File: src/include/keypad_menu_cfg.svh
// Timing counts, menu sizes, digit layout and unlock sequence for the keypad menu controller.
// Assumes a 10 MHz system clock; included by its bare name.
`ifndef KEYPAD_MENU_CFG_SVH
`define KEYPAD_MENU_CFG_SVH
`define CLK_HZ 10000000
`define HOLD_MS 3000
`define HOLD_CYC ((`CLK_HZ / 1000) * `HOLD_MS)
`define IDLE_MS 10000
`define IDLE_CYC ((`CLK_HZ / 1000) * `IDLE_MS)
`define DEB_US 10000
`define DEB_CYC ((`CLK_HZ / 1000000) * `DEB_US)
`define STEP_MS 300
`define STEP_CYC ((`CLK_HZ / 1000) * `STEP_MS)
`define NDIG 6
`define BASIC_ITEMS 5'h09
`define OPER_ITEMS 5'h10
`define LIN_ITEMS 6'h20
`define LIN_ITEM 4'h8
`define CODE_ITEM 4'h7
`define UNLOCK_LEN 3'h5
`define UNLOCK_SEQ 15'h4A52
`define LOCK_NONE 2'h0
`define LOCK_ALL 2'h1
`define LOCK_PFREE 2'h2
`define DIG_MINUS 4'hA
`define DIG_MINUS1 4'hB
`endif

File: src/include/keypad_menu_pkg.sv
// Types used by the keypad menu controller; the bench does not import them.
// No assumptions beyond a SystemVerilog compiler.
package keypad_menu_pkg;
  typedef enum logic [2:0] {ST_NORMAL, ST_LOCKED, ST_BASIC, ST_OPER, ST_TEACH} menu_state_t;
  typedef logic [3:0] digit_t;
endpackage

File: src/rtl/keypad_menu_controller.sv
// Keypad and menu state machine for a position indicator with three front keys.
// Assumes keys are synchronous, active high, and that a parameter store answers commits.
`include "keypad_menu_cfg.svh"
`timescale 1ns/10ps
`default_nettype none

// Function
// - Leave normal display only from normal display
// - Enter plus set held 3 s: basic setup
// - Enter alone held 3 s: operational setup
// - Command held 3 s: teach operation
// - Command key used only for teach and the unlock sequence
// - Enter advances item, set starts editing
// - Enter while editing commits then advances
// - Editing starts on blinking least digit
// - Held set steps digit 0 to 9
// - Set release keeps digit, moves up
// - Pointer wraps from top to least digit
// - Signed top digit adds minus, minus one
// - Enter held 3 s returns to display
// - 10 s idle leaves menu, discards edit
// - No idle timeout during teach
// - Enter ends or aborts teach
// - Set edits in teach like setup
// - Command stores point then advances
// - Enter held at power-up restores defaults
// - Locked keypad needs sequence within 10 s
// - Menu skips items of disabled functions
// - Point pairs shown only with linearization
// - Lock setting has three values
module keypad_menu_controller
  import keypad_menu_pkg::*;
#(
  parameter int HOLD_CYC = `HOLD_CYC,
  parameter int IDLE_CYC = `IDLE_CYC,
  parameter int DEB_CYC = `DEB_CYC,
  parameter int STEP_CYC = `STEP_CYC
) (
  input wire logic clk_i,
  input wire logic srst_i,
  input wire logic key_enter_i,
  input wire logic key_set_i,
  input wire logic key_cmd_i,
  input wire logic [1:0] lock_mode_i,
  input wire logic lin_enable_i,
  input wire logic item_signed_i,
  input wire logic [23:0] load_value_i,
  input wire logic [23:0] display_value_i,
  output logic [2:0] state_o,
  output logic [5:0] item_o,
  output logic editing_o,
  output logic [2:0] active_digit_o,
  output logic [23:0] edit_value_o,
  output logic commit_o,
  output logic [5:0] commit_item_o,
  output logic basic_menu_o,
  output logic teach_store_o,
  output logic [3:0] teach_point_o,
  output logic restore_defaults_o,
  output logic lock_prompt_o
);

  menu_state_t state;
  logic [2:0] deb_q;
  logic [2:0] deb_prev;
  logic [23:0] deb_cnt [3];
  logic [31:0] hold_cnt;
  logic [2:0] hold_combo;
  logic [31:0] idle_cnt;
  logic [31:0] step_cnt;
  logic [2:0] seq_idx;
  logic first_cycle;
  logic [2:0] raw;
  logic [2:0] press;
  logic [2:0] rel;
  logic hold_done;
  logic idle_done;
  logic step_tick;
  logic in_menu;
  logic [5:0] item_limit;
  logic [5:0] next_item;
  digit_t cur_digit;
  digit_t next_digit;
  logic [2:0] exp_key;

  assign raw = {key_cmd_i, key_set_i, key_enter_i};

  // Debounce each key: a change must persist DEB_CYC cycles before it is taken
  genvar g;
  generate
    for (g = 0; g < 3; g++) begin : g_deb
      always_ff @(posedge clk_i) begin
        if (srst_i) begin
          deb_cnt[g] <= 24'h000000;
          deb_q[g] <= 1'b0;
        end else if (raw[g] == deb_q[g]) begin
          deb_cnt[g] <= 24'h000000;
        end else if (deb_cnt[g] >= 24'(DEB_CYC - 1)) begin
          deb_q[g] <= raw[g];
          deb_cnt[g] <= 24'h000000;
        end else begin
          deb_cnt[g] <= deb_cnt[g] + 24'h000001;
        end
      end
    end
  endgenerate

  // Edge and timer decodes
  assign press = deb_q & ~deb_prev;
  assign rel = ~deb_q & deb_prev;
  assign hold_done = (deb_q != 3'b000) && (hold_cnt == 32'(HOLD_CYC - 1));
  assign idle_done = (idle_cnt == 32'(IDLE_CYC - 1));
  assign step_tick = deb_q[1] && (step_cnt == 32'(STEP_CYC - 1));
  assign in_menu = (state == ST_BASIC) || (state == ST_OPER);
  // Point pairs only appear past the fixed operational items when enabled
  assign item_limit = (state == ST_BASIC) ? 6'(`BASIC_ITEMS) :
                      (lin_enable_i ? 6'(`OPER_ITEMS) + `LIN_ITEMS : 6'(`OPER_ITEMS));
  assign next_item = (item_o + 6'h01 >= item_limit) ? 6'h00 : item_o + 6'h01;
  assign cur_digit = edit_value_o[active_digit_o*4 +: 4];
  assign exp_key = 3'(`UNLOCK_SEQ >> (seq_idx * 3)) & 3'b111;

  // Digit stepping: signed top digit runs 0..9, minus, minus one
  function automatic digit_t step_digit(input digit_t d, input logic top_signed);
    if (top_signed && d == 4'h9) return `DIG_MINUS;
    if (top_signed && d == `DIG_MINUS) return `DIG_MINUS1;
    if (d >= 4'h9) return 4'h0;
    return d + 4'h1;
  endfunction
  assign next_digit = step_digit(cur_digit, item_signed_i && active_digit_o == 3'(`NDIG - 1));

  // Hold timer follows one key combination; any change or release restarts it
  always_ff @(posedge clk_i) begin
    if (srst_i) begin
      hold_cnt <= 32'h00000000;
      hold_combo <= 3'b000;
      deb_prev <= 3'b000;
    end else begin
      deb_prev <= deb_q;
      hold_combo <= deb_q;
      if (deb_q != hold_combo || deb_q == 3'b000 || hold_done)
        hold_cnt <= 32'h00000000;
      else
        hold_cnt <= hold_cnt + 32'h00000001;
    end
  end

  // Idle and auto-repeat counters; idle halted in teach
  always_ff @(posedge clk_i) begin
    if (srst_i || deb_q != 3'b000 || state == ST_TEACH || state == ST_NORMAL)
      idle_cnt <= 32'h00000000;
    else
      idle_cnt <= idle_cnt + 32'h00000001;
    if (srst_i || !deb_q[1] || step_tick)
      step_cnt <= 32'h00000000;
    else
      step_cnt <= step_cnt + 32'h00000001;
  end

  // Main menu state machine
  always_ff @(posedge clk_i) begin
    if (srst_i) begin
      state <= ST_NORMAL;
      item_o <= 6'h00;
      editing_o <= 1'b0;
      active_digit_o <= 3'h0;
      edit_value_o <= 24'h000000;
      commit_o <= 1'b0;
      commit_item_o <= 6'h00;
      teach_store_o <= 1'b0;
      teach_point_o <= 4'h0;
      restore_defaults_o <= 1'b0;
      seq_idx <= 3'h0;
      first_cycle <= 1'b1;
    end else begin
      commit_o <= 1'b0;
      teach_store_o <= 1'b0;
      restore_defaults_o <= 1'b0;
      first_cycle <= 1'b0;
      // Raw key sampled at the first edge after reset, before debounce settles
      if (first_cycle && key_enter_i)
        restore_defaults_o <= 1'b1;
      case (state)
        ST_NORMAL: begin
          seq_idx <= 3'h0;
          // Lock prompt on any press when locking is set; every value but NONE locks
          if (press != 3'b000 && lock_mode_i != `LOCK_NONE && !first_cycle)
            state <= ST_LOCKED;
          else if (hold_done && hold_combo == 3'b011)
            state <= ST_BASIC;
          else if (hold_done && hold_combo == 3'b001)
            state <= ST_OPER;
          else if (hold_done && hold_combo == 3'b100)
            state <= ST_TEACH;
          item_o <= 6'h00;
          editing_o <= 1'b0;
          teach_point_o <= 4'h0;
        end
        ST_LOCKED: begin
          if (idle_done)
            state <= ST_NORMAL;
          else if (press != 3'b000) begin
            if (press != exp_key)
              seq_idx <= 3'h0;
            else if (seq_idx == `UNLOCK_LEN - 3'h1) begin
              state <= ST_NORMAL;
              seq_idx <= 3'h0;
            end else
              seq_idx <= seq_idx + 3'h1;
          end
        end
        ST_BASIC, ST_OPER, ST_TEACH: begin
          if (hold_done && hold_combo == 3'b001) begin
            state <= ST_NORMAL;
            editing_o <= 1'b0;
          end else if (idle_done && in_menu) begin
            state <= ST_NORMAL;
            editing_o <= 1'b0;
          end else if (press[0] && state == ST_TEACH) begin
            state <= ST_NORMAL;
            editing_o <= 1'b0;
          end else if (press[2] && state == ST_TEACH) begin
            teach_store_o <= 1'b1;
            edit_value_o <= display_value_i;
            teach_point_o <= teach_point_o + 4'h1;
          end else if (press[0]) begin
            if (editing_o) begin
              commit_o <= 1'b1;
              commit_item_o <= item_o;
            end
            editing_o <= 1'b0;
            item_o <= next_item;
          end else if (press[1] && !editing_o) begin
            editing_o <= 1'b1;
            edit_value_o <= (state == ST_TEACH) ? display_value_i : load_value_i;
            active_digit_o <= 3'h0;
          end else if (editing_o && step_tick) begin
            edit_value_o[active_digit_o*4 +: 4] <= next_digit;
          end else if (editing_o && rel[1]) begin
            active_digit_o <= (active_digit_o == 3'(`NDIG - 1)) ? 3'h0
                              : active_digit_o + 3'h1;
          end
        end
        default: state <= ST_NORMAL;
      endcase
    end
  end

  // Registered status views
  always_ff @(posedge clk_i) begin
    if (srst_i) begin
      state_o <= 3'h0;
      basic_menu_o <= 1'b0;
      lock_prompt_o <= 1'b0;
    end else begin
      state_o <= state;
      basic_menu_o <= (state == ST_BASIC);
      lock_prompt_o <= (state == ST_LOCKED);
    end
  end

endmodule
`default_nettype wire

File: config.mk
export PLATFORM = sky130hd
export DESIGN_NAME = keypad_menu_controller
export DESIGN_NICKNAME = d
export VERILOG_FILES = /design/src/include/keypad_menu_pkg.sv /design/src/rtl/keypad_menu_controller.sv
export VERILOG_INCLUDE_DIRS = /design/src /design/src/include
export SDC_FILE = /design/constraint.sdc
export NUM_CORES = 1
export LEC_CHECK = 0
export ABC_AREA = 1
export BUFFER_PORTS_ARGS = -buffer_cell sky130_fd_sc_hd__clkbuf_2
export CAP_MARGIN = 20
export CORE_MARGIN = 4
export CORE_UTILIZATION = 45
export CTS_CLUSTER_DIAMETER = 30
export DETAILED_ROUTE_END_ITERATION = 16
export PLACE_DENSITY = 0.68
export SETUP_SLACK_MARGIN = 0.4
export SLEW_MARGIN = 40
export SYNTH_ARGS = -nofsm -noshare
export SYNTH_HDL_FRONTEND = slang
export SYNTH_SLANG_ARGS = --single-unit
export TNS_END_PERCENT = 1
File: constraint.sdc
create_clock -name clk_i -period 3.2 [get_ports clk_i]
set_input_delay 0.96 -clock clk_i [delete_from_list [all_inputs] [get_ports clk_i]]
set_output_delay 0.96 -clock clk_i [all_outputs]
set_load 0.02 [all_outputs]
==> out/metrics.cfg <==
[status]
outcome = finished, final reports clean

[place]
pre_cts_ws_ns = 0.480
postPlaceCellArea_sq_um = 14200
gp_congestion = 0.907
io_buffer_count = 108
dp_hpwl_um = 23200

[global_routing]
use_met2 = 0.334
met1_usage = 0.257
grt_pass1_vias = 11500
grt_max_degree = 39
grt_busiest_layer = met2
grt-ovfl-total = 0
antenna_found_initial = 0
grt_pass1_wl_um = 52700
grt.met3_usage = 0.0413
track_usage = 0.199

[pwr]
switching_power_uw = 2480
p_leak_uw = 0.00688
swShare = 0.252
power_density_nw_per_um2 = 606
clkPwrFrac = 0.578
p_int_uw = 7340
p_comb_frac = 0.094
pwr-share-seq = 0.328
vdd_ir_drop_max_uv = 578

[sta]
maxSlewHeadroom = 0.479
fin_crit_ns = 2.69
setup_viol = 0
layout_setup_ws_ns = 0.512
max_freq_ghz = 0.372
hold_violations = 0
finalMaxSlewViolations = 0
finalClockSkew_ns = 0.0164
setup_tns_ns = 0
grt_setup_unrepaired = true
tightest_slew_ns = 0.781
period_share = 0.840
whs_ns = 0.442

[yosys]
synth_seq_area_share = 0.415
synth_flop_cell = dfxtp_1
async_flop_share = 0
synth_compound_area_frac = 0.0961
syn_avg_cell_area_sq_um = 7.38
synth_top_family_by_area = simple AND/OR/NAND/NOR gates
synth_cells = 1759
synth_top_area_share = 0.248
synthTopCellsByArea = dfxtp_1, edfxtp_1, nand2_1
ys_ff_latch = 233
yosys.area.top_type = dfxtp_1
synthAdderAreaFrac = 0.0270
synthSimpleGateAreaFrac = 0.344
synth.area.mux_share = 0
synth_xor_area_frac = 0.0351
yosysUniqueCellTypes = 60
syn_area_sq_um = 13000
synth-edff-count = 72
ys_warn_count = 0

[finish]
num_antenna_cells = 0
multi_input_area_sq_um = 6880
layout_common_cells = nand2_1, nor2_1, inv_1
seqCellArea_sq_um = 5390
stdcell_area_sq_um = 16200
nNetsFinal = 2080
utilization = 0.577
layout_commonest_cell = nand2_1
synthToLayoutAreaGrowth_pct = 24.8
post_route_cells_drive_above_1_share = 0.145
n_fill_cell = 2613

[worst_setup_path]
worst_path_largest_cell_delay_ns = 0.38
endpoint_kind = flip-flop
crit_slowest_cell = dfxtp_1
crit_buf_inv = 3
cp_max_fo = 5
r2r_slack_ns = 0.51
path_delay_family = simple AND/OR/NAND/NOR gates
cp.arrival_ns = 3.17
cp-start-kind = flip-flop
setup.worst_path.class = reg2reg
crit_top_cell = inv_1
worstPathCellList = inv_1, nor2_1, inv_1, nor2_1, inv_1, ha_1, a21o_1, nand2_1, nand4_1, or2_2, nor2_2, nand2_1, a21oi_1
required_ns = 3.68

[die]
core_area_sq_um = 28100
row_count = 61
initial_utilization = 0.462
pin_count = 109
fp.dieH_um = 178
dieArea_sq_um = 31600
die_width_um = 178

[clock_network]
path_clk_slew_ns = 0.05
holdBufCountCts = 0
cts_tree = built
cts_root_buffer = clkbuf_16
cts_buffer_depth = 3
clk_latency_ns = 0.57
cts.htree.levels = 2
cts_num_sinks = 233
cts_buffers = 59

[run]
maxCapViolCount = 0

[min_path]
hold_class = reg2reg

[routing]
drc = 0
ant_nets = 0
wirelength_um = 31900
vias = 12100
post_drt_wl_per_cell_um = 13.2
vias_per_cell = 4.99
drt_first_pass_iters = 8
drtIter0Drc = 798

worst paths after layout:
check,startpoint,to,cells after the start
setup reg to reg,state[1]$_SDFFE_PP0P_,item_o[3]$_SDFFE_PP0P_,13
hold reg to reg,step_cnt[0]$_SDFF_PP0_,step_cnt[0]$_SDFF_PP0_,1
setup / recovery,state[1]$_SDFFE_PP0P_,item_o[3]$_SDFFE_PP0P_,13
hold / removal,step_cnt[0]$_SDFF_PP0_,step_cnt[0]$_SDFF_PP0_,1
sequential cells by signal (all words and copies together), names as in the netlist, 3 cells and up:
signal,flops
active_digit_o,3
seq_idx,3
item_o,6
edit_value_o,24
hold_cnt,32
idle_cnt,32
step_cnt,32
deb_q,3
state_o,3
state,3
hold_combo,3
deb_cnt,72
commit_item_o,6
teach_point_o,4
Yosys cell counts, types with 3 or more instances:
cell and count:
nor3_1 75, o21bai_1 3, nor2_2 13, nand2_4 6, nor2_4 5, and3_1 4, nand3_1 103, ha_1 28
a31oi_1 8, buf_2 12, xnor2_1 14, nor2_1 264, o211ai_1 6, nand2_1 328, nor3b_1 21, nand2_2 6
inv_2 14, nor4_2 3, clkbuf_1 16, edfxtp_1 72, inv_1 223, and2_1 4, xor2_1 38, a211oi_1 3
dfxtp_1 161, nand3b_1 5, nor3_2 5, or2_2 14, a21oi_1 98, nand4_1 46, nor4_1 22, nand3_2 3
o21ai_0 84, o21a_1 11
stage by stage:
stage,total power [uW],instances
final,9820,2422
after global routing,10200,2422
after CTS,9910,2422
after detailed placement,4180,2312
after global placement,4170,2312
after floorplan,3920,1850
cell type report:
| cell class | instances | area share |
|---|---|---|
| multi-input cells | 1344 | 0.425 |
| clock inverters | 25 | 0.0172 |
| well taps | 378 | 0.0292 |
| inverters | 239 | 0.0554 |
| repair buffers | 118 | 0.0380 |
| clock buffers | 85 | 0.103 |
| flip-flops and latches | 233 | 0.333 |
layer usage:
layer | share of wire | routed length, um
met2 | 0.46 | 14800
met1 | 0.45 | 14300
met5 | 0 | 0
met4 | 0.024 | 772
met3 | 0.065 | 2060
logic make-up (layout without fill, tap and decap cells):
family,after synthesis,count (layout)
AND/OR/NAND/NOR,944,944
adder cells (fa/ha/maj),28,28
other,2,93
AO/OA/AOI/OAI,227,227
XOR/XNOR,52,52
buffers and inverters,273,467
flip-flops,233,233
power groups by stage:
| stage | combinational [uW] | sequential [uW] | clock [uW] |
|---|---|---|---|
| after floorplan | 640 | 3280 | 0 |
| after global placement | 898 | 3270 | 0 |
| after detailed placement | 912 | 3270 | 0 |
| after CTS | 917 | 3220 | 5770 |
| after global routing | 1040 | 3230 | 5940 |
| final | 924 | 3220 | 5670 |
worst register-to-register path, stage by stage, from the launching register on:
cell and delay, ns:
dfxtp_1 0.38, inv_1 0.08, nor2_1 0.24, inv_1 0.10, nor2_1 0.22, inv_1 0.12, ha_1 0.33, a21o_1 0.19
nand2_1 0.06, nand4_1 0.09, or2_2 0.29, nor2_2 0.23, nand2_1 0.10, a21oi_1 0.17
repair_timing:
| item | 4_1_cts | 5_1_grt |
|---|---|---|
| endpoints found under the setup margin | 0 | 28 |
| buffers inserted | 0 | 0 |
| gates resized for setup | 0 | 2 |
(Power assumes the default switching activity.)
